==> config.mk <==
export PLATFORM = sky130hd
export DESIGN_NAME = reset_cause_and_startup_timing
export DESIGN_NICKNAME = d
export VERILOG_FILES = /design/src/verilog/unused_placeholder_none.sv /design/src/verilog/reset_cause_pkg.sv /design/src/verilog/reset_cause_and_startup_timing.sv
export SDC_FILE = /design/constraint.sdc
export NUM_CORES = 1
export LEC_CHECK = 0
export ABC_AREA = 1
export ABC_CLOCK_PERIOD_IN_PS = 2300
export BUFFER_PORTS_ARGS = -buffer_cell sky130_fd_sc_hd__buf_2
export CORE_MARGIN = 5
export CORE_UTILIZATION = 55
export DETAILED_ROUTE_END_ITERATION = 6
export HOLD_SLACK_MARGIN = 0.15
export PLACE_DENSITY = 0.81
export REMOVE_ABC_BUFFERS = 1
export SLEW_MARGIN = 20
export SYNTH_ARGS = -nofsm -noshare
export SYNTH_HDL_FRONTEND = slang
export SYNTH_SLANG_ARGS = --single-unit
==> constraint.sdc <==
create_clock -name clk_i -period 2.3 [get_ports clk_i]
set_input_delay 0.345 -clock clk_i [delete_from_list [all_inputs] [get_ports clk_i]]
set_output_delay 0.345 -clock clk_i [all_outputs]
set_load 0.05 [all_outputs]
==> src/verilog/unused_placeholder_none.sv <==
`timescale 1ns/100ps

==> src/verilog/reset_cause_pkg.sv <==
package reset_cause_pkg;

   // ------------------------------------------------------------------
   // Timing
   // ------------------------------------------------------------------
   localparam int CLK_HZ = 20_000_000;
   localparam int PWRT_MS = 72;
   // Least time; any fraction of a cycle would be truncated.
   localparam int PWRT_CYCLES = ((CLK_HZ / 1000) * PWRT_MS + 0);
   localparam int OST_PERIODS = 1024;

   // ------------------------------------------------------------------
   // Register map (byte addresses) and field positions
   // ------------------------------------------------------------------
   localparam logic [7:0] ADDR_CAUSE = 8'h00;
   localparam logic [7:0] ADDR_STATUS = 8'h04;
   localparam logic [7:0] ADDR_EVENT = 8'h08;
   localparam logic [7:0] ADDR_MASK = 8'h0C;
   localparam int CAUSE_BOR_BIT = 0;
   localparam int CAUSE_POR_BIT = 1;
   localparam int STATUS_PD_BIT = 3;
   localparam int STATUS_TO_BIT = 4;

   // Sticky event bits.
   localparam int EVT_POWERON = 0;
   localparam int EVT_BROWNOUT = 1;
   localparam int EVT_WDT_RESET = 2;
   localparam int EVT_WDT_WAKE = 3;
   localparam int EVT_EXT_RESET = 4;
   localparam int EVT_IRQ_WAKE = 5;
   localparam int EVT_W = 6;
   localparam logic [EVT_W-1:0] EVT_RESET = 6'h01;
   localparam logic [EVT_W-1:0] MASK_RESET = 6'h00;

   // ------------------------------------------------------------------
   // Program counter targets
   // ------------------------------------------------------------------
   localparam int PC_W = 13;
   localparam logic [PC_W-1:0] PC_RESET = 13'h0000;
   localparam logic [PC_W-1:0] IRQ_VECTOR = 13'h0004;

   // All active low, as software sees them.
   typedef struct packed {
      logic timeout_n;
      logic powerdown_n;
      logic por_n;
      logic brownout_n;
   } cause_t;

   localparam cause_t FLAGS_RESET = '{timeout_n: 1'b1, powerdown_n: 1'b1,
                                      por_n: 1'b0, brownout_n: 1'b1};

   typedef enum logic [4:0] {
      S_RUN = 5'b00001,
      S_SLEEP = 5'b00010,
      S_PWRT = 5'b00100,
      S_OST = 5'b01000,
      S_PIN = 5'b10000
   } state_t;

endpackage : reset_cause_pkg

==> src/verilog/reset_cause_and_startup_timing.sv <==
`timescale 1ns/100ps
// Functional notes
// - Brown-out flag bit 0, one after power-on.
// - Brown-out flag meaningless when detect is off.
// - Power-on flag bit 1, cleared only by power-on or a software write.
// - Crystal power-up waits 72 ms plus 1024 periods.
// - Brown-out, wake and RC delays per oscillator.
// - Cause flags encode power-on, brown-out, watchdog reset.
// - Timeout and power-down flags tell other events.
// - Resets load PC zero, wake-ups go PC+1.
// - Interrupt wake with global enable loads 0004h.
// - Resets initialise option, direction, timer-2 registers.
// - Any device reset makes port pins inputs.
// - Interrupt wake sets the waking source flags.
// - Power-down flag set at power-up, cleared by sleep.
// - Watchdog time-out clears the timeout flag.
module reset_cause_and_startup_timing
   import reset_cause_pkg::*;
#(
   parameter int PWRT_CYC = PWRT_CYCLES,
   parameter int OST_CNT = OST_PERIODS,
   parameter int ADDR_W = 8,
   parameter int SRC_W = 8
) (
   input wire logic clk_i,
   input wire logic rst_n_i,
   input wire logic en_i,
   input wire logic psel_i,
   input wire logic penable_i,
   input wire logic pwrite_i,
   input wire logic [ADDR_W-1:0] paddr_i,
   input wire logic [31:0] pwdata_i,
   output logic [31:0] prdata_o,
   output logic pready_o,
   output logic pslverr_o,
   input wire logic brownout_detect_on_i,
   input wire logic powerup_timer_en_n_i,
   input wire logic osc_is_rc_i,
   input wire logic osc_tick_i,
   input wire logic brownout_i,
   input wire logic ext_reset_pin_n_i,
   input wire logic watchdog_timeout_i,
   input wire logic sleep_i,
   input wire logic wake_irq_i,
   input wire logic [SRC_W-1:0] wake_src_i,
   input wire logic global_irq_enable_i,
   input wire logic [PC_W-1:0] pc_i,
   output cause_t status_flags_o,
   output logic core_reset_o,
   output logic core_hold_o,
   output logic port_inputs_o,
   output logic pc_load_o,
   output logic [PC_W-1:0] pc_value_o,
   output logic irq_flag_set_o,
   output logic [SRC_W-1:0] irq_flag_src_o,
   output logic irq_o
);

   // ------------------------------------------------------------------
   // Elaboration checks
   // ------------------------------------------------------------------
   if (PWRT_CYC < 1 || OST_CNT < 1 || ADDR_W < 4 || ADDR_W > 32 ||
       SRC_W < 1) begin : g_bad_params
      $error("Unsupported parameter value.");
   end

   function automatic logic at_last(input logic [31:0] cnt,
                                    input int limit);
      return cnt == 32'(limit - 1);
   endfunction : at_last

   // ------------------------------------------------------------------
   // State
   // ------------------------------------------------------------------
   state_t state_q, state_d;
   logic [31:0] cnt_q, cnt_d;
   logic need_ost_q, need_ost_d;
   logic rst_kind_q, rst_kind_d;
   logic boot_q;
   cause_t flags_q, flags_d;
   logic [EVT_W-1:0] evt_q, evt_set, evt_clr;
   logic [EVT_W-1:0] mask_q;
   logic [PC_W-1:0] wake_pc_q;
   logic [31:0] prdata_q;
   logic pslverr_q;
   logic core_reset_q, core_hold_q, pc_load_q, irq_set_q;
   logic [PC_W-1:0] pc_value_q;
   logic [SRC_W-1:0] irq_src_q;

   // ------------------------------------------------------------------
   // Event decode
   // ------------------------------------------------------------------
   // Brown-out beats the pin, which beats the watchdog and wake sources.
   wire is_run = (state_q == S_RUN);
   wire is_sleep = (state_q == S_SLEEP);
   wire pin_low = !ext_reset_pin_n_i;
   wire brown_ev = en_i && brownout_i && !boot_q;
   wire pin_ev = en_i && pin_low && !brownout_i && !boot_q &&
                 (is_run || is_sleep);
   wire quiet = !brownout_i && !pin_low && !boot_q;
   wire wdt_rst = en_i && quiet && watchdog_timeout_i && is_run;
   wire wdt_wake = en_i && quiet && watchdog_timeout_i && is_sleep;
   wire sleep_ev = en_i && quiet && !watchdog_timeout_i && sleep_i &&
                   is_run;
   wire irq_wake = en_i && quiet && !watchdog_timeout_i && wake_irq_i &&
                   is_sleep;
   wire wake_ev = wdt_wake || irq_wake;
   wire pwrt_done = (state_q == S_PWRT) && at_last(cnt_q, PWRT_CYC);
   wire ost_done = (state_q == S_OST) && osc_tick_i &&
                   at_last(cnt_q, OST_CNT);
   wire release_ev = en_i && !is_run && (state_d == S_RUN);
   wire hold_d = (state_d == S_PWRT) || (state_d == S_OST) ||
                 (state_d == S_PIN);

   // ------------------------------------------------------------------
   // Start-up sequencer
   // ------------------------------------------------------------------
   always_comb begin
      state_d = state_q;
      cnt_d = cnt_q;
      need_ost_d = need_ost_q;
      rst_kind_d = rst_kind_q;
      if (boot_q) begin
         // First cycle after power-on: choose delays from the options.
         rst_kind_d = 1'b1;
         need_ost_d = !osc_is_rc_i;
         cnt_d = 32'h0000_0000;
         if (!osc_is_rc_i && powerup_timer_en_n_i) begin
            state_d = S_OST;
         end else begin
            state_d = S_PWRT;
         end
      end else if (brown_ev) begin
         state_d = S_PWRT;
         need_ost_d = !osc_is_rc_i;
         rst_kind_d = 1'b1;
         cnt_d = 32'h0000_0000;
      end else if (pin_ev) begin
         state_d = S_PIN;
         rst_kind_d = 1'b1;
      end else if (wake_ev) begin
         rst_kind_d = 1'b0;
         cnt_d = 32'h0000_0000;
         // RC wake-up resumes at once; a crystal needs its count.
         state_d = osc_is_rc_i ? S_RUN : S_OST;
      end else if (sleep_ev) begin
         state_d = S_SLEEP;
      end else begin
         case (state_q)
            S_PWRT: begin
               cnt_d = cnt_q + 32'h0000_0001;
               if (pwrt_done) begin
                  cnt_d = 32'h0000_0000;
                  state_d = need_ost_q ? S_OST : S_RUN;
               end
            end
            S_OST: begin
               if (osc_tick_i) begin
                  cnt_d = cnt_q + 32'h0000_0001;
               end
               if (ost_done) begin
                  cnt_d = 32'h0000_0000;
                  state_d = S_RUN;
               end
            end
            S_PIN: begin
               if (!pin_low) begin
                  state_d = S_RUN;
               end
            end
            S_RUN, S_SLEEP: begin
               state_d = state_q;
            end
            default: begin
               state_d = S_PWRT;
               cnt_d = 32'h0000_0000;
            end
         endcase
      end
   end

   always_ff @(posedge clk_i or negedge rst_n_i) begin
      if (!rst_n_i) begin
         state_q <= S_PWRT;
         cnt_q <= 32'h0000_0000;
         need_ost_q <= 1'b0;
         rst_kind_q <= 1'b1;
         boot_q <= 1'b1;
      end else if (en_i) begin
         state_q <= state_d;
         cnt_q <= cnt_d;
         need_ost_q <= need_ost_d;
         rst_kind_q <= rst_kind_d;
         boot_q <= 1'b0;
      end
   end

   // ------------------------------------------------------------------
   // Core-facing outputs
   // ------------------------------------------------------------------
   // Crystal wake-up holds the core; no wake-up is a reset, so its registers keep.
   wire [PC_W-1:0] wake_target = global_irq_enable_i && irq_wake ?
                                 IRQ_VECTOR : pc_i + 13'h0001;

   always_ff @(posedge clk_i or negedge rst_n_i) begin
      if (!rst_n_i) begin
         core_reset_q <= 1'b1;
         core_hold_q <= 1'b1;
         pc_load_q <= 1'b0;
         pc_value_q <= PC_RESET;
         wake_pc_q <= PC_RESET;
         irq_set_q <= 1'b0;
         irq_src_q <= '0;
      end else if (en_i) begin
         core_reset_q <= (hold_d && rst_kind_d) || wdt_rst;
         core_hold_q <= hold_d || (state_d == S_SLEEP);
         pc_load_q <= release_ev || wdt_rst;
         if (wake_ev) begin
            wake_pc_q <= wake_target;
         end
         if (wdt_rst || rst_kind_d) begin
            pc_value_q <= PC_RESET;
         end else if (wake_ev) begin
            pc_value_q <= wake_target;
         end else begin
            pc_value_q <= wake_pc_q;
         end
         irq_set_q <= irq_wake;
         if (irq_wake) begin
            irq_src_q <= wake_src_i;
         end
      end
   end

   assign core_reset_o = core_reset_q;
   assign core_hold_o = core_hold_q;
   assign port_inputs_o = core_reset_q;
   assign pc_load_o = pc_load_q;
   assign pc_value_o = pc_value_q;
   assign irq_flag_set_o = irq_set_q;
   assign irq_flag_src_o = irq_src_q;

   // ------------------------------------------------------------------
   // APB slave
   // ------------------------------------------------------------------
   wire setup = psel_i && !penable_i;
   wire access_wr = en_i && psel_i && penable_i && pwrite_i;
   wire hit_cause = (paddr_i == ADDR_W'(ADDR_CAUSE));
   wire hit_status = (paddr_i == ADDR_W'(ADDR_STATUS));
   wire hit_event = (paddr_i == ADDR_W'(ADDR_EVENT));
   wire hit_mask = (paddr_i == ADDR_W'(ADDR_MASK));
   wire hit_any = hit_cause || hit_status || hit_event || hit_mask;
   wire cause_wr = access_wr && hit_cause;
   wire [31:0] rd_cause = 32'({flags_q.por_n, flags_q.brownout_n});
   wire [31:0] rd_status = 32'({flags_q.timeout_n, flags_q.powerdown_n})
                           << STATUS_PD_BIT;
   wire [31:0] rdata_mux = hit_cause ? rd_cause :
                           hit_status ? rd_status :
                           hit_event ? 32'(evt_q) :
                           hit_mask ? 32'(mask_q) : 32'h0000_0000;

   always_ff @(posedge clk_i or negedge rst_n_i) begin
      if (!rst_n_i) begin
         prdata_q <= 32'h0000_0000;
         pslverr_q <= 1'b0;
      end else if (en_i && setup) begin
         prdata_q <= pwrite_i ? 32'h0000_0000 : rdata_mux;
         pslverr_q <= !hit_any;
      end
   end

   assign pready_o = en_i;
   assign prdata_o = prdata_q;
   assign pslverr_o = pslverr_q;

   // ------------------------------------------------------------------
   // Reset-cause flags
   // ------------------------------------------------------------------
   // Software may set or clear the two cause bits; a hardware event in
   // the same cycle overrides the write. The brown-out bit is kept as
   // written when detection is off, so it is not meaningful then.
   always_comb begin
      flags_d = flags_q;
      if (cause_wr) begin
         flags_d.por_n = pwdata_i[CAUSE_POR_BIT];
         flags_d.brownout_n = pwdata_i[CAUSE_BOR_BIT];
      end
      if (brown_ev && brownout_detect_on_i) begin
         flags_d.brownout_n = 1'b0;
      end
      if (brown_ev) begin
         flags_d.timeout_n = 1'b1;
         flags_d.powerdown_n = 1'b1;
      end
      if (pin_ev && is_sleep) begin
         flags_d.timeout_n = 1'b1;
         flags_d.powerdown_n = 1'b0;
      end
      if (wdt_rst || wdt_wake) begin
         flags_d.timeout_n = 1'b0;
         flags_d.powerdown_n = is_run;
      end
      if (sleep_ev || irq_wake) begin
         flags_d.timeout_n = 1'b1;
         flags_d.powerdown_n = 1'b0;
      end
   end

   always_ff @(posedge clk_i or negedge rst_n_i) begin
      if (!rst_n_i) begin
         flags_q <= FLAGS_RESET;
      end else if (en_i) begin
         flags_q <= flags_d;
      end
   end

   assign status_flags_o = flags_q;

   // ------------------------------------------------------------------
   // Event status, mask and interrupt
   // ------------------------------------------------------------------
   always_comb begin
      evt_set = '0;
      evt_set[EVT_BROWNOUT] = brown_ev;
      evt_set[EVT_WDT_RESET] = wdt_rst;
      evt_set[EVT_WDT_WAKE] = wdt_wake;
      evt_set[EVT_EXT_RESET] = pin_ev;
      evt_set[EVT_IRQ_WAKE] = irq_wake;
   end

   assign evt_clr = (access_wr && hit_event) ? pwdata_i[EVT_W-1:0] : '0;

   always_ff @(posedge clk_i or negedge rst_n_i) begin
      if (!rst_n_i) begin
         evt_q <= EVT_RESET;
         mask_q <= MASK_RESET;
      end else if (en_i) begin
         evt_q <= (evt_q & ~evt_clr) | evt_set;
         if (access_wr && hit_mask) begin
            mask_q <= pwdata_i[EVT_W-1:0];
         end
      end
   end

   assign irq_o = |(evt_q & mask_q);
endmodule : reset_cause_and_startup_timing

# Word level (Yosys, flattened, before mapping)

Index checks and enable logic that the tools add are counted.

Flip-flop bits (word level): 127
Output and inout bits: 65
Word-level logic and storage cells: 157

Add/sub/neg operators: 2
Equal/unequal tests: 19
Mux-type cells: 42
Bitwise logic cells: 4
Reduce and logical (&&, ||, !) cells: 70

Operators by type and width:

| kind                    | count |
|---|---|
| $mux W32                | 8 |
| $pmux W32 S3            | 1 |
| $mux W5                 | 8 |
| $mux W13                | 3 |
| $mux W6                 | 6 |
| $logic_and A1 B1 Y1     | 35 |
| $add A32 B1 Y32 const B | 1 |
| $eq A32 B10 Y1 const B  | 1 |
| $eq A32 B21 Y1 const B  | 1 |
| $pmux W5 S4             | 1 |
| $eq A8 B4 Y1 const B    | 2 |
| $add A13 B1 Y13 const B | 1 |
| $logic_or A1 B1 Y1      | 13 |
| $and A6 B6 Y6           | 2 |
| $mux W4                 | 3 |
| $reduce_and A2 Y1       | 6 |
| $eq A5 B1 Y1 const B    | 2 |
| $eq A5 B2 Y1 const B    | 2 |
| $eq A5 B3 Y1 const B    | 2 |
| $eq A5 B4 Y1 const B    | 2 |
| $eq A5 B5 Y1 const B    | 2 |
| $eq A8 B3 Y1 const B    | 1 |
| $logic_not A1 Y1        | 8 |
| $logic_not A8 Y1        | 1 |
| other kinds (14)        | 25 |

# Logic depth before layout (Yosys ltp)

Gate-level depths: netlist of run 1.

Depth after elaboration: 17
Gate-level depth with buffers: 13
Depth with buffers taken out: 13

# Worst setup path before layout of run 1

No wires, ideal clock.

Path kind: reg-to-reg
Start: reg cnt_q[0]
End: reg cnt_q[10]
Library setup time: 0.117 ns
Arrival: 1.628 ns
Required time: 2.183 ns
Setup slack: 0.555 ns
Cell stages (with the launch flop): 13
Clock period less this slack: 1.745 ns
Cell sequence: dfrtp_1 ha_1 nand2_1 nor2_1 nand2_1 nor2_2 nand2_1 nand2_1 nand2_1 nand2_1 nand2_2 inv_4 nor2_1

Word-level cells in the longest chain between the ends: 9
Elaborated cells on any way between the ends: 16
Classes of those cells: add/sub (1); eq/ne (3); mux (9); reduce/logical (3)

RTL lines:

| item                                    | RTL line                                                                     | text |
|---|---|---|
| start: declaration                      | reset_cause_and_startup_timing.sv:76                                         | `logic [31:0] cnt_q, cnt_d;` |
| start signal: assignment                | reset_cause_and_startup_timing.sv:191                                        | `cnt_q <= cnt_d;` |
| $add A32 B1 Y32 (tied with other cells) | reset_cause_and_startup_timing.sv:151, reset_cause_and_startup_timing.sv:159 |  |
| $mux W32 (tied with other cells)        | reset_cause_and_startup_timing.sv:158                                        | `if (osc_tick_i) begin` |
| $mux W32 (on tied branches)             | reset_cause_and_startup_timing.sv:161, reset_cause_and_startup_timing.sv:152 |  |
| $pmux W32 S3                            | reset_cause_and_startup_timing.sv:149                                        | `case (state_q)` |
| $mux W32                                | reset_cause_and_startup_timing.sv:146                                        | `end else if (sleep_ev) begin` |
| $mux W32                                | reset_cause_and_startup_timing.sv:141                                        | `end else if (wake_ev) begin` |
| $mux W32                                | reset_cause_and_startup_timing.sv:138                                        | `end else if (pin_ev) begin` |
| $mux W32                                | reset_cause_and_startup_timing.sv:133                                        | `end else if (brown_ev) begin` |
| $mux W32                                | reset_cause_and_startup_timing.sv:123                                        | `if (boot_q) begin` |

Parallel ways exist; a longest one is shown, timed or not. The select of a mux whose other input is x is not followed.
A chain may end at the register's enable or synchronous reset.

# Worst setup path after layout of run 1

Start: reg state_q[4]
End: reg cnt_q[18]

Word-level cells in the longest chain between the ends: 10
Elaborated cells on any way between the ends: 28
Classes of those cells: eq/ne (9); mux (8); reduce/logical (11)

RTL lines:

| item                             | RTL line                                                                     | text |
|---|---|---|
| start: declaration               | reset_cause_and_startup_timing.sv:75                                         | `state_t state_q, state_d;` |
| start signal: assignment         | reset_cause_and_startup_timing.sv:190                                        | `state_q <= state_d;` |
| $eq A5 B4 Y1                     | reset_cause_and_startup_timing.sv:109, reset_cause_and_startup_timing.sv:149 |  |
| $logic_and A1 B1 Y1 (2 in a row) | reset_cause_and_startup_timing.sv:109                                        | `wire ost_done = (state_q == S_OST) && osc_tick_i &&` |
| $mux W32                         | reset_cause_and_startup_timing.sv:161                                        | `if (ost_done) begin` |
| $pmux W32 S3                     | reset_cause_and_startup_timing.sv:149                                        |  |
| $mux W32                         | reset_cause_and_startup_timing.sv:146                                        |  |
| $mux W32                         | reset_cause_and_startup_timing.sv:141                                        |  |
| $mux W32                         | reset_cause_and_startup_timing.sv:138                                        |  |
| $mux W32                         | reset_cause_and_startup_timing.sv:133                                        |  |
| $mux W32                         | reset_cause_and_startup_timing.sv:123                                        |  |

Parallel ways exist; a longest one is shown, timed or not. The select of a mux whose other input is x is not followed.

==> qor.yml, run 1 <==
critPathLaunchType: "flop"
drv_cap: 0
grt_first_pass_wirelength_um: 25900
tightest_slew_ps: 550
endpoint_kind: "flop"
antenna_cells: 0
grt_overflow: 0
synth_edf_count: 0
cts_buffers: 9
drive_gt1_frac: 0.166
antenna_found_initial: 0
dieArea_um2: 13500
cts_setup_buffers: 0
synth-seq-area-share: 0.411
post-route-period-util: 0.936
ios: 142
worst-endpoint-required_ps: 2540
min_path_cells: 3
fillCellCount: 1035
internal-power_mw: 2.76
viasPerCell: 5.18
post-synth-top-count-cell: "nand2_1"
crit_fanout: 14
gp_congestion: 0.947
clock_latency_ps: 350
whs_endpoint: "irq_flag_src_o[1]"
initial_core_util: 0.565
rsz0062_at_grt: "no"
cts_root_buf: "clkbuf_16"
ys_top_cells_by_area: "dfrtp_1 37%, nand2_1 18%, nor2_1 7.1%"
synth.area.mux_share: 0
synth_compound_area_frac: 0.0789
ir_drop_mv: 0.428
ys_top_cells_by_count: "303 x nand2_1, 117 x nor2_1, 92 x dfrtp_1"
area_growth_syn_to_layout_pct: 13.4
fmax_mhz: 464
reg2reg_to: "cnt_q[18]"
fin_crit_ps: 2150
p_switching_mw: 1.20
switching_share: 0.303
yosysTopAreaCell: "dfrtp_1"
rows: 38
nets: 1063
synthCells: 891
synthSimpleGateAreaFrac: 0.367
cts_tree: "done"
grt_pass1_vias: 5544
synthAdderAreaFrac: 0.00405
worst_clock_skew_ps: 10.2
yosys.area.top_type_share: 0.372
leakage_nw: 3.64
drt-total-wl_um: 15700
timing.hold.worst.class: "in -> reg"
syn-cell-area_um2: 6180
hold_violations: 0
maxSlewHeadroom: 0.633
yosys_warnings: 0
drc: 0
io_buffer_count: 89
final_area_um2: 7010
ant_nets: 0
tns_ps: 0
max-clock-path-buffers: 2
grt_start_max_net_pins: 102
place_area_um2: 6690
drtIter0Drc: 486
routedWlPerCell_um: 13.9
die_w_um: 116
async_flop_share: 1.00
dp_hpwl_um: 11800
powerDensity_nw_per_um2: 564
synth_area_per_cell_um2: 6.94
synth_top_family_by_area: "simple AND/OR/NAND/NOR gates"
dieHeight_um: 116
core_um2: 10900
setup_viol: 0
hp-start: "wake_src_i[1]"
slew_viol_final: 0
clkSlewWorstSetupHoldPaths_ps: 70
outcome: "complete, no violations"
critPathArrivalTime_ps: 2390
clock-sinks: 101
final_core_util: 0.641
combPwrFrac: 0.145
r2r_slack_ps: 150
worstSetupPathType: "reg -> reg"
ys_ff_latch: 101
synth_ff_type: "dfrtp_1"
reg2reg_from: "state_q[4]"
r2r_cells: 10
synth_xor_area_frac: 0.0241
via_count: 5843
seq_power_share: 0.473
htreeDepth: 3
pwr-share-clk: 0.382
synth_cell_types: 45
dr.pass1.iters: 5
grtUsageTotal: 0.241
-- routing by layer --
metal	wire [um]	track usage	vias to the layer above
met4	233	0.0619	0
met5	0	0	-
met2	7270	0.392	191
met1	7080	0.333	2679
li1	-	-	2950
met3	1080	0.0454	23
-- power groups by stage --
| stage | registers [mW] | clock network, mW | logic (mW) |
|---|---|---|---|
| after global routing | 1.87 | 1.61 | 0.632 |
| after CTS | 1.87 | 1.54 | 0.575 |
| after floorplan | 1.95 | 0 | 0.306 |
| after global placement | 1.90 | 0 | 0.560 |
| after detailed placement | 1.90 | 0 | 0.570 |
| final | 1.87 | 1.51 | 0.574 |
-- how the worst max path moves through the flow --
stage | from | end | slack (ps) | depth (start not counted)
floorplan | boot_q | cnt_q[10] | 370 | 10
global placement | cnt_q[0] | cnt_q[22] | 150 | 12
detailed placement | cnt_q[0] | cnt_q[18] | 100 | 12
CTS | cnt_q[0] | cnt_q[23] | 70 | 12
global route | cnt_q[0] | cnt_q[23] | 4 | 12
finish | state_q[4] | cnt_q[18] | 150 | 10
-- what timing repair did --
item,in CTS,in global routing
hold buffers,2,0
gates resized for setup,0,4
endpoints found under the setup margin,0,23
hold endpoints to repair,93,0
-- sequential cells by signal (all words and copies together) (netlist names), 4 cells and up --
name	count
evt_q	6
wake_pc_q	13
state_q	5
status_flags_o	4
mask_q	6
cnt_q	32
pc_value_o	13
irq_flag_src_o	8
prdata_o	6
-- layout by cell type, fill, tap and decap left out, drive strengths merged, types with 9 or more instances in the layout --
cell type	Yosys	final
a21oi	18	18
conb	1	26
clkbuf	8	10
xor2	11	11
buf	37	100
o21ai	59	59
nand3	60	60
dfrtp	92	92
inv	102	106
nand2	308	308
dfstp	9	9
nor3	11	11
nor2	124	124
nand4	21	21
-- layout make-up --
type	instances	area (um2)	area share
repair buffers	102	576	0.0821
inverters	103	389	0.0555
multi-input cells	667	3040	0.434
well taps	140	175	0.0250
flip-flops and latches	101	2540	0.362
clock inverters	6	53.8	0.00767
clock buffers	10	239	0.0341
-- metrics by stage --
step | setup WS [ps] | hold WS, ps | std cells | power [mW]
after floorplan | 370 | 49.4 | 871 | 2.26
after global placement | 154 | 449 | 1111 | 2.46
after detailed placement | 99.4 | 449 | 1111 | 2.47
after CTS | 71.4 | 180 | 1129 | 3.98
after global routing | 4.23 | 191 | 1129 | 4.11
final | 147 | 188 | 1129 | 3.95
-- worst max-delay path, stage by stage (launching register included) --
cell and delay, ps:
dfrtp_1 430, inv_2 140, nand3_2 110, nor2_4 170, o211ai_2 190, nand3_4 190, nand2_4 120, inv_2 260
nand2_2 200, inv_4 160, nor2_1 70
-- logic make-up (layout without fill, tap and decap cells) --
kind of cell             after synthesis  count (layout)
other                                  1              26
AND/OR/NAND/NOR                      533             533
flip-flops                           101             101
buffers and inverters                148             221
XOR/XNOR                              17              17
adder cells (fa/ha/maj)                2               2
AO/OA/AOI/OAI                         89              89
Power figures use the tool's default switching activity.
==> run 2: changes to the inputs <==
Settings changed: ABC_CLOCK_PERIOD_IN_PS 2300 to 2750, CORE_UTILIZATION 55 to 61, CTS_BUF_LIST from default to sky130_fd_sc_hd__clkbuf_4 sky130_fd_sc_hd__clkbuf_8, PLACE_DENSITY 0.81 to 0.89.
Clock period 2.3 ns to 2.75 ns, I/O delays scaled along.
==> qor.yml, run 2 (synthesized netlist as in run 1, its figures left out) <==
reg2reg_to: "cnt_q[18]"  # unchanged
top_register: "cnt_q"  # unchanged
dr.pass1.iters: 5  # unchanged
wl_met3_um: 1210  # was 1080 um
drt-total-wl_um: 15400  # was 15,700 um
grtUsageTotal: 0.253  # was 0.241
rows: 36  # was 38
gp_congestion: 1.00  # was 0.947
critPathLaunchType: "flop"  # unchanged
crit_fanout: 9  # was 14
worst-endpoint-required_ps: 3000  # was 2540 ps
dp_slack_ps: 486  # was 99.4 ps
antenna_found_initial: 1  # was 0
nets: 1058  # was 1,063
setup_slack_ps: 439  # was 147 ps
endpoint_kind: "flop"  # unchanged
clock_latency_ps: 370  # was 350 ps
routedWlPerCell_um: 13.8  # was 13.9 um
rsz0062_at_grt: "no"  # unchanged
antenna_cells: 0  # unchanged
leakage_nw: 3.56  # was 3.64 nW
final_common_cell: "nand2_1"  # unchanged
tns_ps: 0  # unchanged
max-clock-path-buffers: 2  # unchanged
r2r_cells: 12  # was 10
dp_hpwl_um: 11600  # was 11,800 um
worst_clock_skew_ps: 14.7  # was 10.2 ps
grt_first_pass_wirelength_um: 26100  # was 25,900 um
dieHeight_um: 111  # was 116 um
slew_viol_final: 0  # unchanged
outcome: "complete, no violations"  # unchanged
grt_start_max_net_pins: 57  # was 102
highest-signal-layer: "met5"  # was met4
fin_crit_ps: 2310  # was 2150 ps
hold_violations: 0  # unchanged
reg2reg_from: "cnt_q[0]"  # was state_q[4]
fillCellCount: 877  # was 1,035
cts_setup_buffers: 0  # unchanged
r2r_slack_ps: 440  # was 150 ps
hp-start: "brownout_detect_on_i"  # was wake_src_i[1]
critPathArrivalTime_ps: 2570  # was 2390 ps
cts_tree: "done"  # unchanged
whs_endpoint: "status_flags_o[0]"  # was irq_flag_src_o[1]
cts_buffers: 9  # unchanged
dieArea_um2: 12200  # was 13,500 um2
ir_drop_mv: 0.427  # was 0.428 mV
initial_core_util: 0.630  # was 0.565
htreeDepth: 3  # unchanged
die_w_um: 111  # was 116 um
drv_cap: 0  # unchanged
area_growth_syn_to_layout_pct: 10.3  # was 13.4%
ant_nets: 0  # unchanged
powerDensity_nw_per_um2: 427  # was 564 nW/um2
clock-sinks: 101  # unchanged
wl_met1_um: 6630  # was 7080 um
timing.hold.worst.class: "in -> reg"  # unchanged
cts_root_buf: "clkbuf_8"  # was clkbuf_16
io_buffer_count: 89  # unchanged
post-route-period-util: 0.840  # was 0.936
grt_overflow: 0  # unchanged
final_cell_mix: "303 x nand2_1, 117 x nor2_1, 92 x dfrtp_1, 91 x inv_1, 88 x buf_2"  # was 302 x nand2_1, 115 x nor2_1, 92 x dfrtp_1, 91 x inv_1, 88 x buf_2
maxSlewHeadroom: 0.513  # was 0.633
grt_pass1_vias: 5720  # was 5,544
wl_met2_um: 7270  # about the same
tightest_slew_ps: 730  # was 550 ps
viasPerCell: 5.31  # was 5.18
setup_viol: 0  # unchanged
drc: 0  # unchanged
min_path_cells: 2  # was 3
worstSetupPathType: "reg -> reg"  # unchanged
ctsHoldBuffers: 1  # was 2
drive_gt1_frac: 0.160  # was 0.166
clkSlewWorstSetupHoldPaths_ps: 100  # was 70 ps
cts_resized: 0  # unchanged
largest_reg_flops: 32  # unchanged
core_um2: 9820  # was 10,900 um2
fmax_mhz: 433  # was 464 MHz
drtIter0Drc: 525  # was 486
ios: 142  # unchanged
via_count: 5936  # was 5,843
run 2: cell count changes in the layout (fill, tap and decap cells not counted), sizes merged:
cell         previous run  this run
buf                   100        96
dlygate4sd3             2         1
inv                   106       103
clkinv                  3         5
clkbuf                 10        11
run 2: worst max path at each step:
stage	startpoint	endpoint	slack, ps	cells past startpoint
final	cnt_q[0]	cnt_q[18]	440	12
after floorplan	brownout_i	cnt_q[10]	820	9
after global placement	cnt_q[0]	cnt_q[22]	550	12
after CTS	cnt_q[0]	cnt_q[18]	460	12
after global routing	cnt_q[0]	cnt_q[10]	180	12
after detailed placement	cnt_q[0]	cnt_q[18]	490	12
run 2: power breakdown:
part / internal, mW / leakage, nW / switching, mW
clock: 0.354 / 0.0945 / 0.528
sequential: 1.53 / 1.37 / 0.0310
combinational: 0.108 / 2.10 / 0.362
run 2: through the flow:
stage	hold slack, ps	instances	cell area [um2]	power, mW	utilization
2_1_floorplan	117	871	5960	1.89	-
6_report	170	1117	6820	2.91	0.695
3_5_place_dp	461	1100	6640	2.06	0.676
3_3_place_gp	457	1100	6640	2.05	0.676
5_1_grt	166	1117	6820	3.04	0.695
4_1_cts	163	1117	6820	2.92	0.695
run 2: area by class of cell:
type / instances / area (um2) / share of cell area
tap: 133 / 166 / 0.0244
inverter: 103 / 389 / 0.0570
clock buffer: 11 / 139 / 0.0204
multi-input combinational: 667 / 3030 / 0.444
timing repair buffer: 97 / 523 / 0.0767
clock inverter: 5 / 36.3 / 0.00532
sequential: 101 / 2540 / 0.372
run 2: routing by layer:
layer	global-route usage	vias to the layer above
met3	0.0562	28
met5	0	-
met4	0.0821	2
met1	0.338	2743
met2	0.409	235
li1	-	2928
run 2: worst max-delay path, cell delays in order (launching register included):
cell     delay (ps)
dfrtp_1         410
ha_1            190
nand2_1         100
nor2_1          150
nand2_1         210
nor2_2          250
nand2_1          90
nand2_1          80
nand2_1         120
nand2_1         200
nand2_2         170
inv_4           150
nor2_1           70
==> run 3: changes to the inputs <==
Settings changed: ABC_AREA 1 to 0, ABC_CLOCK_PERIOD_IN_PS 2750 to 2200, CORE_UTILIZATION 61 to 55, PLACE_DENSITY 0.89 to 0.82.
Clock period 2.75 ns to 2.2 ns, I/O delays scaled along.
==> qor.yml, run 3 <==
outcome: "finished with violations"  # was complete, no violations
violations: "negative setup slack"
ys_top_cells_by_area: "dfrtp_1 41%, nand2_1 4.9%, dfstp_2 4.2%"  # was dfrtp_1 37%, nand2_1 18%, nor2_1 7.1%
setup_slack_ps: -128  # was 439 ps
endpoint_kind: "flop"  # unchanged
initial_core_util: 0.554  # was 0.630
clock-sinks: 101  # unchanged
dieArea_um2: 12300  # was 12,200 um2
synth_cell_types: 75  # was 45
grt_pass1_vias: 5498  # was 5,720
largest_reg_flops: 32  # unchanged
hp-start: "wake_src_i[3]"  # was brownout_detect_on_i
timing.hold.worst.class: "in -> reg"  # unchanged
final_core_util: 0.741  # was 0.695
crit_chain: "buf_4, nor3_1, nand3_1, or3_4, a2bb2oi_4, nor3_4, buf_6, a221o_1"  # was ha_1, nand2_1, nor2_1, nand2_1, nor2_2, nand2_1, nand2_1, nand2_1, nand2_1, nand2_2, inv_4, nor2_1
path_buf_inv: 2  # was 1
drive_gt1_frac: 0.369  # was 0.160
cts_root_buf: "clkbuf_8"  # unchanged
drv_cap: 0  # unchanged
max-clock-path-buffers: 2  # unchanged
ys_ff_latch: 101  # unchanged
cp_slowest_stage_delay_ps: 450  # was 410 ps
grt_start_max_net_pins: 54  # was 57
final_common_cell: "buf_4"  # was nand2_1
crit_fanout: 5  # was 9
synth-seq-area-share: 0.452  # was 0.411
cts_tree: "done"  # unchanged
drc: 0  # unchanged
r2r_cells: 8  # was 12
critPathArrivalTime_ps: 2590  # was 2570 ps
fillCellCount: 690  # was 877
async_flop_share: 1.00  # unchanged
antenna_cells: 0  # unchanged
synthCells: 599  # was 891
r2r_slack_ps: -130  # was 440 ps
grtUsageTotal: 0.251  # was 0.253
viasPerCell: 6.07  # was 5.31
area_growth_syn_to_layout_pct: 33.7  # was 10.3%
clkSlewWorstSetupHoldPaths_ps: 100  # about the same
final_cell_mix: "98 x buf_4, 92 x dfrtp_1, 88 x buf_2, 73 x nand2_1, 36 x nor2_1"  # was 303 x nand2_1, 117 x nor2_1, 92 x dfrtp_1, 91 x inv_1, 88 x buf_2
via_count: 5650  # was 5,936
seq_area_um2: 2540  # unchanged
synth_edf_count: 0  # unchanged
whs_endpoint: "irq_flag_src_o[3]"  # was status_flags_o[0]
syn-cell-area_um2: 5620  # was 6180 um2
antenna_found_initial: 0  # was 1
ys_top_cells_by_count: "92 x dfrtp_1, 73 x nand2_1, 39 x nor2_1"  # was 303 x nand2_1, 117 x nor2_1, 92 x dfrtp_1
fin_crit_ps: 2330  # was 2310 ps
cts_buffers: 9  # unchanged
yosys.area.top_type_share: 0.410  # was 0.372
ios: 142  # unchanged
ant_nets: 0  # unchanged
grt_first_pass_wirelength_um: 26000  # was 26,100 um
reg2reg_to: "cnt_q[19]"  # was cnt_q[18]
critPathLaunchType: "flop"  # unchanged
drtIter0Drc: 471  # was 525
critical_path.top_delay_family: "simple AND/OR/NAND/NOR gates"  # unchanged
reg2reg_from: "cnt_q[11]"  # was cnt_q[0]
drt-total-wl_um: 16800  # was 15,400 um
routedWlPerCell_um: 18.0  # was 13.8 um
post-route-period-util: 1.06  # was 0.840
synth_ff_type: "dfrtp_1"  # unchanged
hold_violations: 0  # unchanged
worst_clock_skew_ps: 12.3  # was 14.7 ps
dp_hpwl_um: 11300  # was 11,600 um
post-synth-top-count-cell: "dfrtp_1"  # was nand2_1
io_buffer_count: 89  # unchanged
synth_area_per_cell_um2: 9.39  # was 6.94 um2
nets: 869  # was 1,058
ir_drop_mv: 0.535  # was 0.427 mV
htreeDepth: 3  # unchanged
rows: 37  # was 36
top_register: "cnt_q"  # unchanged
gp_congestion: 0.923  # was 1.00
die_w_um: 111  # about the same
multi_input_area_um2: 3030  # about the same
holdWs_ps: 184  # was 170 ps
powerDensity_nw_per_um2: 551  # was 427 nW/um2
worstSetupPathType: "reg -> reg"  # unchanged
grt_overflow: 0  # unchanged
critPathSlowestCell: "or3_4"  # was dfrtp_1
clock_latency_ps: 370  # about the same
yosys_warnings: 0  # unchanged
setup_viol: 27  # was 0
dr.pass1.iters: 6  # was 5
core_um2: 10100  # was 9820 um2
fmax_mhz: 430  # was 433 MHz
min_path_cells: 2  # unchanged
slew_viol_final: 0  # unchanged
worst-endpoint-required_ps: 2460  # was 3000 ps
yosysTopAreaCell: "dfrtp_1"  # unchanged
dieHeight_um: 111  # about the same
leakage_nw: 3.62  # was 3.56 nW
rsz0062_at_grt: "yes"  # was no
## run 3: power breakdown
part / switching, mW / total, mW / internal, mW
clock network: 0.694 / 1.26 / 0.564
registers: 0.0340 / 1.94 / 1.91
logic: 0.576 / 0.942 / 0.367
## run 3: logic make-up after synthesis
logic type               count (synthesis)  share of synthesized area
multiplexers                            20                     0.0389
adder cells (fa/ha/maj)                  2                    0.00445
AND/OR/NAND/NOR                        236                      0.212
other                                    1                   0.000667
buffers and inverters                   75                     0.0719
flip-flops                             101                      0.452
AO/OA/AOI/OAI                          152                      0.201
XOR/XNOR                                12                     0.0187
## run 3: worst max-delay path by stage
stage | depth (start not counted) | start | slack (ps) | to
finish | 8 | cnt_q[11] | -130 | cnt_q[19]
global route | 8 | cnt_q[9] | -190 | cnt_q[19]
CTS | 6 | state_q[3] | -30 | cnt_q[22]
detailed placement | 6 | state_q[3] | -250 | cnt_q[20]
global placement | 7 | cnt_q[29] | -180 | pc_load_o
floorplan | 6 | state_q[3] | -830 | cnt_q[22]
## run 3: stage by stage
step                      TNS (ps)  cell area [um2]  setup WS [ps]  std cells  power, mW
final                        -1800             7510           -128        931       4.14
after global routing         -3590             7510           -187        931       4.30
after CTS                     -254             7250          -27.5        922       4.07
after detailed placement     -5290             6770           -247        894       2.76
after global placement       -3330             6770           -179        894       2.74
after floorplan             -23270             5410           -831        574       2.40
## run 3: final cells by class
class	instances	share of cell area
multi-input combinational	448	0.404
timing repair buffer	205	0.195
tap	136	0.0226
sequential	101	0.338
clock inverter	6	0.0105
inverter	25	0.0125
clock buffer	10	0.0175
## run 3: timing repair
| item | CTS | global route |
|---|---|---|
| buffers inserted | 7 | 8 |
| hold buffers | 3 | 0 |
| gates cloned | 2 | 1 |
| endpoints found under the setup margin | 39 | 52 |
| pin swaps | 9 | 13 |
| gates resized for setup | 28 | 39 |
| hold endpoints to repair | 23 | 0 |
## run 3: layer usage
layer,routed length (um),track usage
met3,1450,0.0557
met2,8360,0.436
met5,0,0
met4,537,0.0787
met1,6450,0.311
